[config.mk]
export PLATFORM = sky130hd
export DESIGN_NAME = rf_to_host_tunnel_relay
export DESIGN_NICKNAME = d
export VERILOG_FILES = /design/src/hdl/tunnel_pkg.sv /design/src/hdl/sync_2ff.sv /design/src/hdl/stream_fifo.sv /design/src/hdl/rf_to_host_tunnel_relay.sv
export SDC_FILE = /design/constraint.sdc
export NUM_CORES = 1
export LEC_CHECK = 0
export BUFFER_PORTS_ARGS = -buffer_cell sky130_fd_sc_hd__buf_2
export CAP_MARGIN = 5
export CORE_ASPECT_RATIO = 1.75
export CORE_MARGIN = 5
export CORE_UTILIZATION = 57
export CTS_CLUSTER_DIAMETER = 150
export DETAILED_ROUTE_END_ITERATION = 12
export PLACE_DENSITY_LB_ADDON = 0.05
export SETUP_SLACK_MARGIN = 0.1
export SYNTH_ARGS = -nofsm -noshare
export SYNTH_HDL_FRONTEND = slang
export SYNTH_SLANG_ARGS = --single-unit
[constraint.sdc]
create_clock -name clock -period 5 [get_ports clock]
set_input_delay 0.5 -clock clock [delete_from_list [all_inputs] [get_ports clock]]
set_output_delay 0.5 -clock clock [all_outputs]
set_load 0.005 [all_outputs]
[src/hdl/tunnel_pkg.sv]
package tunnel_pkg;
   localparam logic [7:0] CMD_QUERY = 8'h28;
   localparam logic [7:0] CMD_ANSWER_OK = 8'hF8;
   localparam logic [7:0] CMD_ANSWER_ERR = 8'hE8;
   localparam logic [7:0] RF_READ_BLOCK = 8'h06;
   localparam logic [7:0] RF_READ_APDU = 8'hB0;
   localparam logic [7:0] RF_WRITE_BLOCK = 8'h08;
   localparam logic [7:0] RF_WRITE_APDU = 8'hD6;
   localparam logic [7:0] STATUS_OK = 8'h00;
   localparam logic [7:0] STATUS_ERR = 8'h01;
   localparam logic [7:0] STATUS_REJECT = 8'h02;
   localparam int ADDR_BIT_FIXED0 = 7;
   localparam int ADDR_BIT_TUNNEL = 6;
   localparam int ADDR_SUBMODE_HI = 5;
   localparam int ADDR_SUBMODE_LO = 4;
   localparam int BLOCK_TUNNEL_BIT = 15;
   localparam int APDU_TUNNEL_BIT = 7;
   localparam logic [1:0] SUBMODE_READ = 2'h0;
   localparam logic [1:0] SUBMODE_WRITE = 2'h2;
   localparam int FIFO_WIDTH = 8;
   localparam int FIFO_DEPTH = 16;
   localparam int WAIT_WIDTH = 24;
   localparam int CLOCK_HZ = 20000000;
   localparam int WAIT_TICK_US = 1;
   localparam int WAIT_TICK_CYCLES = (CLOCK_HZ / 1000000) * WAIT_TICK_US;
   localparam logic [7:0] IRQ_SOURCE_SELECT_RESET = 8'h00;
   localparam logic [WAIT_WIDTH-1:0] WAIT_RESET = 24'h000000;
endpackage

[src/hdl/sync_2ff.sv]
`timescale 1ns/10ps
`default_nettype none
module sync_2ff #(
   parameter int WIDTH = 1
) (
   input wire logic clock,
   input wire logic srst,
   input wire logic [WIDTH-1:0] async_in,
   output logic [WIDTH-1:0] sync_out
);
   logic [WIDTH-1:0] meta_reg;
   always_ff @(posedge clock) begin
      if (srst) begin
         meta_reg <= '0;
         sync_out <= '0;
      end else begin
         meta_reg <= async_in;
         sync_out <= meta_reg;
      end
   end
endmodule
`default_nettype wire

[src/hdl/stream_fifo.sv]
`timescale 1ns/10ps
`default_nettype none
module stream_fifo #(
   parameter int WIDTH = 8,
   parameter int DEPTH = 16
) (
   input wire logic clock,
   input wire logic srst,
   input wire logic in_valid,
   output logic in_ready,
   input wire logic [WIDTH-1:0] in_data,
   output logic out_valid,
   input wire logic out_ready,
   output logic [WIDTH-1:0] out_data,
   input wire logic flush
);
   localparam int AW = $clog2(DEPTH);
   logic [WIDTH-1:0] mem [DEPTH];
   logic [AW-1:0] wr_reg;
   logic [AW-1:0] rd_reg;
   logic [AW:0] count_reg;
   wire push = in_valid && in_ready;
   wire pop = out_valid && out_ready;
   assign in_ready = (count_reg != DEPTH[AW:0]);
   assign out_valid = (count_reg != '0);
   assign out_data = mem[rd_reg];
   always_ff @(posedge clock) begin
      if (push) begin
         mem[wr_reg] <= in_data;
      end
   end
   always_ff @(posedge clock) begin
      if (srst || flush) begin
         wr_reg <= '0;
         rd_reg <= '0;
         count_reg <= '0;
      end else begin
         if (push) begin
            wr_reg <= wr_reg + 1'b1;
         end
         if (pop) begin
            rd_reg <= rd_reg + 1'b1;
         end
         count_reg <= count_reg + {{AW{1'b0}}, push} - {{AW{1'b0}}, pop};
      end
   end
endmodule
`default_nettype wire

[src/hdl/rf_to_host_tunnel_relay.sv]
`timescale 1ns/10ps
`default_nettype none
module rf_to_host_tunnel_relay (
   input wire logic clock,
   input wire logic srst,
   // Reader side, already decoded frame fields
   input wire logic rf_cmd_valid,
   input wire logic rf_protocol_apdu,
   input wire logic [7:0] rf_cmd_code,
   input wire logic [15:0] rf_address,
   input wire logic [7:0] rf_length,
   output logic rf_resp_start,
   output logic rf_resp_error,
   output logic rf_resp_valid,
   input wire logic rf_resp_ready,
   output logic [7:0] rf_resp_data,
   output logic rf_resp_last,
   // Host serial side, byte level
   input wire logic host_addr_ack,
   input wire logic host_addr_read,
   input wire logic host_cmd_valid,
   input wire logic [7:0] host_cmd_code,
   input wire logic host_data_valid,
   output logic host_data_ready,
   input wire logic [7:0] host_data,
   input wire logic host_data_last,
   output logic host_resp_valid,
   output logic [7:0] host_resp_status,
   output logic [15:0] host_resp_address,
   output logic [7:0] host_resp_length,
   input wire logic host_resp_done,
   input wire logic host_other_done,
   // Interrupt pin and sources, wait limits and status
   output logic host_irq_out_n,
   input wire logic [7:0] irq_source_select,
   input wire logic [3:0] other_irq_events,
   input wire logic external_supply,
   input wire logic [23:0] inquiry_wait_limit,
   input wire logic [23:0] report_wait_limit,
   output logic tunnel_busy,
   output logic wait_timeout
);
   typedef enum {
      ST_IDLE,
      ST_WAIT_QUERY,
      ST_QUERY_RESP,
      ST_WAIT_ANSWER,
      ST_ANSWER_DATA,
      ST_ANSWER_RESP,
      ST_RF_RESP
   } tunnel_state_e;

   tunnel_state_e state_reg;
   tunnel_state_e state_next;
   logic irq_reg;
   logic irq_next;
   logic other_pending_reg;
   logic other_busy_reg;
   logic [15:0] pend_addr_reg;
   logic [7:0] pend_len_reg;
   logic [1:0] pend_mode_reg;
   logic answer_err_reg;
   logic [23:0] wait_cnt_reg;
   logic [4:0] tick_cnt_reg;
   logic [7:0] resp_status_reg;
   logic timeout_reg;
   logic [7:0] rf_len_reg;
   logic [3:0] other_sync;
   logic supply_sync;

   sync_2ff #(.WIDTH(5)) u_sync (
      .clock(clock),
      .srst(srst),
      .async_in({external_supply, other_irq_events}),
      .sync_out({supply_sync, other_sync})
   );

   wire is_read_cmd = (rf_cmd_code == tunnel_pkg::RF_READ_BLOCK) ||
                      (rf_cmd_code == tunnel_pkg::RF_READ_APDU);
   wire is_write_cmd = (rf_cmd_code == tunnel_pkg::RF_WRITE_BLOCK) ||
                       (rf_cmd_code == tunnel_pkg::RF_WRITE_APDU);
   wire proto_ok = rf_protocol_apdu ? (rf_cmd_code[7] == 1'b1) : (rf_cmd_code[7] == 1'b0);
   wire tunnel_flag = rf_protocol_apdu ? rf_address[tunnel_pkg::APDU_TUNNEL_BIT + 8]
                                       : rf_address[tunnel_pkg::BLOCK_TUNNEL_BIT];
   wire tunnel_cmd = rf_cmd_valid && proto_ok && tunnel_flag && (is_read_cmd || is_write_cmd);
   wire tunnel_accept = tunnel_cmd && (state_reg == ST_IDLE);

   wire in_tunnel = (state_reg != ST_IDLE);
   wire is_query = host_cmd_valid && (host_cmd_code == tunnel_pkg::CMD_QUERY);
   wire is_answer = host_cmd_valid && ((host_cmd_code == tunnel_pkg::CMD_ANSWER_OK) ||
                    (host_cmd_code == tunnel_pkg::CMD_ANSWER_ERR));
   wire query_take = is_query && (state_reg == ST_WAIT_QUERY);
   wire answer_take = is_answer && (state_reg == ST_WAIT_ANSWER);
   wire tunnel_only_reject = host_cmd_valid && (is_query || is_answer) && !query_take &&
                             !answer_take;
   wire other_cmd = host_cmd_valid && !is_query && !is_answer;
   wire waiting = (state_reg == ST_WAIT_QUERY) || (state_reg == ST_WAIT_ANSWER);
   wire wait_paused = other_busy_reg || other_pending_reg || other_cmd;
   wire tick = (tick_cnt_reg == 5'(tunnel_pkg::WAIT_TICK_CYCLES - 1));
   wire [23:0] wait_limit = (state_reg == ST_WAIT_QUERY) ? inquiry_wait_limit
                                                         : report_wait_limit;
   wire timeout_hit = waiting && !wait_paused && tick && (wait_cnt_reg >= wait_limit) &&
                      (wait_limit != '0);
   wire irq_release = host_addr_ack && host_addr_read;
   wire [3:0] other_selected = other_sync & irq_source_select[3:0];
   wire other_irq_set = (|other_selected) && supply_sync;

   // Report data goes through the FIFO toward the reader
   logic fifo_in_ready;
   logic fifo_out_valid;
   logic [7:0] fifo_out_data;
   wire fifo_push = (state_reg == ST_ANSWER_DATA) && host_data_valid;
   wire rf_draining = (state_reg == ST_RF_RESP) && !answer_err_reg;
   assign host_data_ready = (state_reg == ST_ANSWER_DATA) && fifo_in_ready;

   stream_fifo #(.WIDTH(tunnel_pkg::FIFO_WIDTH), .DEPTH(tunnel_pkg::FIFO_DEPTH)) u_fifo (
      .clock(clock),
      .srst(srst),
      .in_valid(fifo_push),
      .in_ready(fifo_in_ready),
      .in_data(host_data),
      .out_valid(fifo_out_valid),
      .out_ready(rf_draining && rf_resp_ready),
      .out_data(fifo_out_data),
      .flush(state_reg == ST_IDLE)
   );

   always_comb begin
      state_next = state_reg;
      case (state_reg)
         ST_IDLE: begin
            if (tunnel_accept) begin
               state_next = ST_WAIT_QUERY;
            end
         end
         ST_WAIT_QUERY: begin
            if (timeout_hit) begin
               state_next = ST_IDLE;
            end else if (query_take) begin
               state_next = ST_QUERY_RESP;
            end
         end
         ST_QUERY_RESP: begin
            if (host_resp_done) begin
               state_next = ST_WAIT_ANSWER;
            end
         end
         ST_WAIT_ANSWER: begin
            if (timeout_hit) begin
               state_next = ST_IDLE;
            end else if (answer_take) begin
               state_next = (host_cmd_code == tunnel_pkg::CMD_ANSWER_ERR) ? ST_ANSWER_RESP
                                                                          : ST_ANSWER_DATA;
            end
         end
         ST_ANSWER_DATA: begin
            if (host_data_valid && host_data_ready && host_data_last) begin
               state_next = ST_ANSWER_RESP;
            end
         end
         ST_ANSWER_RESP: begin
            if (host_resp_done) begin
               state_next = ST_RF_RESP;
            end
         end
         ST_RF_RESP: begin
            if (answer_err_reg || (rf_resp_ready && (!fifo_out_valid || rf_resp_last))) begin
               state_next = ST_IDLE;
            end
         end
         default: begin
            state_next = ST_IDLE;
         end
      endcase
   end

   always_comb begin
      irq_next = irq_reg;
      if (tunnel_accept || other_irq_set) begin
         irq_next = 1'b1;
      end else if (irq_release) begin
         irq_next = 1'b0;
      end
   end

   always_ff @(posedge clock) begin
      if (srst) begin
         state_reg <= ST_IDLE;
         irq_reg <= 1'b0;
      end else begin
         state_reg <= state_next;
         irq_reg <= irq_next;
      end
   end

   always_ff @(posedge clock) begin
      if (srst) begin
         pend_addr_reg <= '0;
         pend_len_reg <= '0;
         pend_mode_reg <= '0;
      end else if (tunnel_accept) begin
         pend_addr_reg <= rf_address;
         pend_len_reg <= rf_length;
         pend_mode_reg <= is_write_cmd ? tunnel_pkg::SUBMODE_WRITE : tunnel_pkg::SUBMODE_READ;
      end
   end

   // Wait timer restarts on every state change into a wait state
   always_ff @(posedge clock) begin
      if (srst || !waiting || (state_next != state_reg)) begin
         wait_cnt_reg <= tunnel_pkg::WAIT_RESET;
         tick_cnt_reg <= '0;
      end else if (!wait_paused) begin
         tick_cnt_reg <= tick ? 5'h00 : tick_cnt_reg + 5'h01;
         if (tick && (wait_cnt_reg != 24'hFFFFFF)) begin
            wait_cnt_reg <= wait_cnt_reg + 24'h000001;
         end
      end
   end

   // Unrelated command holds from address acknowledge to its reply
   always_ff @(posedge clock) begin
      if (srst) begin
         other_busy_reg <= 1'b0;
         other_pending_reg <= 1'b0;
      end else begin
         if (other_cmd) begin
            other_busy_reg <= 1'b1;
         end else if (host_other_done) begin
            other_busy_reg <= 1'b0;
         end
         if (host_addr_ack && !host_addr_read && waiting) begin
            other_pending_reg <= 1'b1;
         end else if (host_cmd_valid || host_other_done) begin
            other_pending_reg <= 1'b0;
         end
      end
   end

   always_ff @(posedge clock) begin
      if (srst) begin
         answer_err_reg <= 1'b0;
         resp_status_reg <= tunnel_pkg::STATUS_OK;
         timeout_reg <= 1'b0;
         rf_len_reg <= '0;
      end else begin
         if (answer_take) begin
            answer_err_reg <= (host_cmd_code == tunnel_pkg::CMD_ANSWER_ERR);
            resp_status_reg <= (host_cmd_code == tunnel_pkg::CMD_ANSWER_ERR) ?
                               tunnel_pkg::STATUS_ERR : tunnel_pkg::STATUS_OK;
         end else if (query_take) begin
            resp_status_reg <= tunnel_pkg::STATUS_OK;
         end else if (tunnel_only_reject) begin
            resp_status_reg <= tunnel_pkg::STATUS_REJECT;
         end
         if (timeout_hit) begin
            timeout_reg <= 1'b1;
         end else if (tunnel_accept) begin
            timeout_reg <= 1'b0;
         end
         if (state_reg == ST_ANSWER_RESP) begin
            rf_len_reg <= pend_len_reg;
         end else if (rf_draining && rf_resp_ready && fifo_out_valid) begin
            rf_len_reg <= rf_len_reg - 8'h01;
         end
      end
   end

   assign host_irq_out_n = ~irq_reg;
   assign tunnel_busy = in_tunnel;
   assign wait_timeout = timeout_reg;
   assign host_resp_valid = (state_reg == ST_QUERY_RESP) || (state_reg == ST_ANSWER_RESP);
   assign host_resp_status = resp_status_reg;
   assign host_resp_address = {1'b0, 1'b1, pend_mode_reg, pend_addr_reg[11:0]};
   assign host_resp_length = pend_len_reg;
   assign rf_resp_start = (state_reg == ST_ANSWER_RESP) && host_resp_done;
   assign rf_resp_error = answer_err_reg;
   assign rf_resp_valid = rf_draining && fifo_out_valid;
   assign rf_resp_data = fifo_out_data;
   assign rf_resp_last = rf_draining && (rf_len_reg == 8'h01);
endmodule
`default_nettype wire

==> impl_metrics.yaml, run 1 <==
cts:
  insertion_delay_ns: 0.51
  cts_hold_buf: 0
  clk_path_buf_depth: 3
  cts_tree: "built"
  cts_root_buf: "clkbuf_16"
  cts_num_sinks: 252
  htreeDepth: 1
  numCtsBuffers: 22
  clk_pin_slew_ns: 0.07
cells_and_area:
  drive_gt1_frac: 0.253
  area_delta_synth_final_pct: 16.4
  nNetsFinal: 1199
  final_common_cell: "buf_2"
  final_core_util: 0.673
  largest_register_ffs: 128
  antenna_cells: 0
  final_cell_mix: "153 x buf_2, 128 x edfxtp_1, 122 x dfxtp_1"
floorplan:
  core.rowCount: 67
  fp.dieH_um: 195
  io_pins: 170
  die_w_um: 115
  dieArea_um2: 22500
  core_area_um2: 19200
  initial_core_util: 0.578
yosys:
  synthCells: 864
  syn_avg_cell_area_um2: 12.8
  yosys_warnings: 0
  ys_seq_area_frac: 0.570
  synth-edff-count: 128
  synthDistinctLibCells: 67
  syn_area_um2: 11100
  ys.flop_type: "edfxtp_1"
  ys_seq_elements: 252
  synthArstFlopShare: 0
timing:
  period_share: 0.900
  setup-violations-final: 0
  rsz0062_at_grt: "false"
  period_needed_ns: 4.50
  maxSlewViolCount: 0
  hold_viol: 0
  fmax_mhz: 222
  skew_ns: 0.0110
  finalSetupTns_ns: 0
  max_slew_margin: 0.278
  tightestPinTransition_ns: 1.08
critical_path:
  r2r-start: "state_reg[4]"
  arrival_ns: 4.90
  crit_path_max_incr_delay_ns: 0.51
  critPathSlowestCell: "o41ai_4"
  r2r_cells: 16
  startpoint_type: "flop"
  endpoint_kind: "flop"
  crit_chain: "nor4_1 -> nand4_1 -> nor3_4 -> nand3b_2 -> nor2_2 -> buf_12 -> mux2_2 -> ha_1 -> or3b_1 -> o2111ai_1 -> a31o_1 -> a311oi_1 -> o41ai_4 -> a21boi_2 -> buf_4 -> a2111oi_2"
  critPathKind: "flop to flop"
  worstPathMaxFanout: 24
  r2r_setup_slack_ns: 0.50
  r2r_end: "tick_cnt_reg[2]"
  cp.required_ns: 5.39
run_status:
  status: "finished clean"
route:
  drt-total-wl_mm: 24.3
  drt-pass1-iter-count: 6
  drtIter0Drc: 380
  ant_nets: 0
  wl_per_cell_um: 18.7
  drt_drc_violations_left: 0
  via_count: 7348
  vias_per_cell: 5.68
placement:
  gp_congestion: 0.811
  io_buffers: 153
  dp_hpwl_mm: 18.0
hold_path:
  hold_class: "input pin to flop"
  hold_depth: 2
  min_from: "external_supply"
  hold_end: "u_sync.meta_reg[4]"
grt:
  grt_usage: 0.217
  grt_antenna_before_repair: 0
  grt_pass1_wl_mm: 38.5
  grt_pass1_vias: 7583
  grt_max_degree: 37
  grt_overflow: 0
power:
  vdd_drop_max_v: 0.000314
  leakage_nw: 4.84
  fin_total_pwr_mw: 4.08
  power.density_nw_per_um2: 316
run:
  maxCapViolations: 0
-- power by group --
group | switching, mW | internal [mW]
sequential | 0.00446 | 2.18
clock | 0.722 | 1.05
combinational | 0.0716 | 0.0528
total | 0.798 | 3.28
-- worst max-delay path by stage --
stage | start | endpoint | slack (ns) | cells past startpoint
final | state_reg[4] | tick_cnt_reg[2] | 0.50 | 16
after global routing | state_reg[4] | tick_cnt_reg[2] | 0.15 | 16
after CTS | state_reg[4] | tick_cnt_reg[2] | 0.35 | 16
after detailed placement | state_reg[4] | tick_cnt_reg[2] | 0.37 | 16
after global placement | state_reg[4] | tick_cnt_reg[4] | 0.46 | 16
after floorplan | state_reg[4] | wait_cnt_reg[10] | 0.90 | 16
-- through the flow --
| stage | hold slack [ns] | setup WS [ns] | area [µm²] | std cells |
|---|---|---|---|---|
| 4_1_cts | 0.187 | 0.350 | 12900 | 1293 |
| 2_1_floorplan | 0.414 | 0.903 | 11200 | 900 |
| 5_1_grt | 0.205 | 0.149 | 12900 | 1294 |
| 3_3_place_gp | 0.416 | 0.465 | 12200 | 1254 |
| 6_report | 0.206 | 0.499 | 12900 | 1294 |
| 3_5_place_dp | 0.428 | 0.366 | 12200 | 1254 |
-- critical path: cells and delay by family, from the launching register on --
family	cells	cell delay [ns]
AOI/OAI and AO/OA	6	1.51
and+or+nand+nor	6	1.42
buffers and inverters	2	0.52
muxes	1	0.36
DFF	1	0.30
adders and majority gates	1	0.26
-- logic make-up after synthesis --
family / synth area share
compound gates: 0.0516
xor+xnor: 0.0284
fa+ha+maj: 0.0458
buf+inv: 0.0307
flops: 0.570
mux: 0.125
other cells: 0.000677
simple gates: 0.148
-- routing by layer --
layer | vias to the layer above | routed length [µm] | GRT usage
met4 | 0 | 728 | 0.0696
li1 | 3555 | - | -
met5 | - | 0 | 0
met3 | 45 | 1240 | 0.0345
met1 | 3551 | 8580 | 0.236
met2 | 197 | 13700 | 0.416
-- synth_stat cells (7+ instances only) --
cell type | n | area, µm²
a21oi_1 | 28 | 140
a22oi_1 | 7 | 52.6
and2_1 | 8 | 50.1
and3_1 | 11 | 68.8
buf_1 | 7 | 26.3
buf_2 | 8 | 40.0
buf_4 | 11 | 82.6
clkbuf_1 | 22 | 82.6
dfxtp_1 | 124 | 2480
edfxtp_1 | 128 | 3840
ha_1 | 39 | 488
inv_1 | 20 | 75.1
mux2i_1 | 47 | 470
mux4_2 | 40 | 901
nand2_1 | 36 | 135
nand3_1 | 17 | 85.1
nand4_1 | 21 | 131
nor2_1 | 78 | 293
nor2b_1 | 22 | 138
nor3_1 | 16 | 80.1
nor4_1 | 32 | 200
nor4_2 | 11 | 138
o21ai_0 | 10 | 50.1
or3_1 | 7 | 43.8
xnor2_1 | 13 | 114
xor2_1 | 23 | 201
-- final cells by class --
cell class	instances	area [µm²]
Timing Repair Buffer	165	868
Tap cell	241	302
Multi-Input combinational cell	577	4590
Inverter	20	75.1
Clock inverter	12	160
Clock buffer	27	591
Sequential cell	252	6330
Fill cell	1462	6280
-- timing repair --
item,in CTS,in global routing
setup endpoints to repair,0,2
setup buffers,0,1
gates resized for setup,0,0
No activity file was read; power rests on OpenSTA's default activity.
==> run 2, diff against run 1 <==
--- a/config.mk
+++ b/config.mk
@@ -5,11 +5,12 @@
 export SDC_FILE = /design/constraint.sdc
 export NUM_CORES = 1
 export LEC_CHECK = 0
+export ABC_AREA = 1
 export BUFFER_PORTS_ARGS = -buffer_cell sky130_fd_sc_hd__buf_2
 export CAP_MARGIN = 5
 export CORE_ASPECT_RATIO = 1.75
 export CORE_MARGIN = 5
-export CORE_UTILIZATION = 57
+export CORE_UTILIZATION = 58
 export CTS_CLUSTER_DIAMETER = 150
 export DETAILED_ROUTE_END_ITERATION = 12
 export PLACE_DENSITY_LB_ADDON = 0.05
==> impl_metrics.yaml, run 2 <==
route:
  drt-pass1-iter-count: 5
  via_count: 8986
  drt-total-wl_mm: 26.6
  drt_drc_violations_left: 0
  vias_per_cell: 5.17
  drtIter0Drc: 548
  ant_nets: 0
  wl_per_cell_um: 15.3
cts:
  cts_resized: 0
  cts_hold_buf: 0
  cts_num_sinks: 252
  cts_tree: "built"
  insertion_delay_ns: 0.50
  clk_path_buf_depth: 3
  clk_pin_slew_ns: 0.07
  post_cts_buffers: 0
  numCtsBuffers: 22
  cts_root_buf: "clkbuf_16"
  htreeDepth: 1
grt:
  grt_usage: 0.222
  grt_antenna_before_repair: 0
  grt_overflow: 0
  grt_pass1_vias: 8953
  grt_max_degree: 69
  grt_pass1_wl_mm: 42.8
timing:
  setup-violations-final: 0
  holdWs_ns: 0.193
  period_share: 0.790
  hold_viol: 0
  fmax_mhz: 253
  maxSlewViolCount: 0
  rsz0062_at_grt: "false"
  max_slew_margin: 0.285
  finalSetupTns_ns: 0
  skew_ns: 0.0205
  tightestPinTransition_ns: 1.07
  period_needed_ns: 3.95
hold_path:
  hold_class: "input pin to flop"
  hold_end: "u_sync.meta_reg[2]"
  min_from: "other_irq_events[2]"
  hold_depth: 3
yosys:
  ys_top_cells_by_area: "edfxtp_1 33%, dfxtp_1 21%, inv_1 6.9%"
  synth-edff-count: 128
  syn_avg_cell_area_um2: 9.05
  syn_area_um2: 11800
  yosysMostFrequentCell: "inv_1"
  synth_common_cells: "218 x inv_1, 191 x nand2_1, 128 x edfxtp_1"
  yosysTopAreaCellShare: 0.326
  synthDistinctLibCells: 45
  yosys_warnings: 0
  synthArstFlopShare: 0
  ys_seq_elements: 252
  synthCells: 1302
  ys_seq_area_frac: 0.537
  ys.flop_type: "edfxtp_1"
  yosysTopAreaCell: "edfxtp_1"
critical_path:
  worstPathMaxFanout: 27
  endpoint_kind: "flop"
  r2r-start: "state_reg[6]"
  cp.required_ns: 5.41
  startpoint_type: "flop"
  arrival_ns: 4.36
  r2r_end: "wait_cnt_reg[12]"
  r2r_setup_slack_ns: 1.05
  r2r_cells: 25
  critPathKind: "flop to flop"
cells_and_area:
  drive_gt1_frac: 0.155
  area_delta_synth_final_pct: 15.0
  final_cell_mix: "218 x inv_1, 191 x nand2_1, 153 x buf_2"
  largest_register_ffs: 128
  final_core_util: 0.670
  antenna_cells: 0
  final_common_cell: "inv_1"
  final_area_um2: 13500
  nNetsFinal: 1635
floorplan:
  die_w_um: 118
  fp.dieH_um: 199
  initial_core_util: 0.583
  core_area_um2: 20200
  core.rowCount: 69
  dieArea_um2: 23400
  io_pins: 170
power:
  internal-power_mw: 3.20
  switching_share: 0.206
  power.density_nw_per_um2: 298
  leakage_nw: 5.66
  fin_total_pwr_mw: 4.03
  vdd_drop_max_v: 0.000270
  p_comb_frac: 0.035
  clkPwrFrac: 0.423
  power_switching_mw: 0.833
  p_seq_frac: 0.543
placement:
  io_buffers: 153
  placed_area_um2: 12800
  dp_hpwl_mm: 19.6
  gp_congestion: 0.890
run:
  maxCapViolations: 0
run_status:
  status: "finished clean"
[run 2: cell types whose count changed in the layout (fill, tap and decap cells not counted), moves of 10 or more]
cell,delta
o21ai_0,+71
nor4_1,-27
nor2_1,+35
and3_1,-10
nand2_1,+155
o211ai_1,+31
nor2b_1,-21
mux2i_1,-14
nand3_1,+43
nor2_2,+21
inv_1,+198
a21oi_1,+67
nor4_2,-11
mux4_2,-40
[run 2: worst max-delay path by stage]
stage,to,cells past startpoint,startpoint
global route,wait_cnt_reg[18],24,state_reg[0]
floorplan,wait_cnt_reg[0],25,state_reg[21]
CTS,wait_cnt_reg[16],25,state_reg[6]
detailed placement,wait_cnt_reg[8],24,state_reg[0]
finish,wait_cnt_reg[12],25,state_reg[6]
global placement,wait_cnt_reg[21],24,state_reg[0]
[run 2: metrics by stage]
step	setup WS, ns	cells
after global placement	1.06	1698
after detailed placement	0.989	1698
after floorplan	2.00	1338
final	1.05	1738
after CTS	0.937	1738
after global routing	0.437	1738
[run 2: worst max-delay path: stages, from the launching register on]
cell     delay (ns)
dfxtp_1        0.30
inv_1          0.05
nand2_1        0.10
nor2_4         0.20
nand2_1        0.12
nor2_4         0.15
nand2_4        0.20
inv_1          0.23
nand2_1        0.07
nand2_1        0.13
inv_1          0.06
ha_1           0.28
nand2_1        0.07
nor3_1         0.18
nand3_1        0.13
nor2_1         0.10
nand2_1        0.06
nand2_1        0.06
o21ai_0        0.06
inv_1          0.06
nand2_1        0.15
nand2_1        0.14
nand3_1        0.10
a21oi_2        0.22
nand2_2        0.42
nor2_2         0.19
[run 2: cells by family after synthesis]
group,Yosys count,synth area share
fa+ha+maj,40,0.0431
xor+xnor,33,0.0245
mux,33,0.0280
simple gates,445,0.167
buf+inv,268,0.0910
other cells,2,0.000638
flops,252,0.537
compound gates,229,0.108
[run 2: layout make-up]
class	count	area [µm²]
fillers	1738	6660
clock inverters	11	101
well taps	248	310
multi-input cells	818	4520
flip-flops and latches	252	6330
inverters	220	826
clock buffers	29	639
repair buffers	160	818
[run 2: per-layer routing]
| layer | part of all wire | global-route usage | vias up |
|---|---|---|---|
| li1 | - | - | 4586 |
| met1 | 0.37 | 0.231 | 4103 |
| met2 | 0.55 | 0.440 | 232 |
| met3 | 0.050 | 0.0339 | 65 |
| met4 | 0.035 | 0.0880 | 0 |
| met5 | 0 | 0 | - |
[run 2: power by group through the flow]
stage | clock [mW] | sequential (mW) | combinational (mW)
5_1_grt | 1.82 | 2.19 | 0.160
2_1_floorplan | 0 | 2.23 | 0.0679
4_1_cts | 1.74 | 2.19 | 0.140
6_report | 1.71 | 2.19 | 0.140
3_3_place_gp | 0 | 2.23 | 0.136
3_5_place_dp | 0 | 2.23 | 0.139
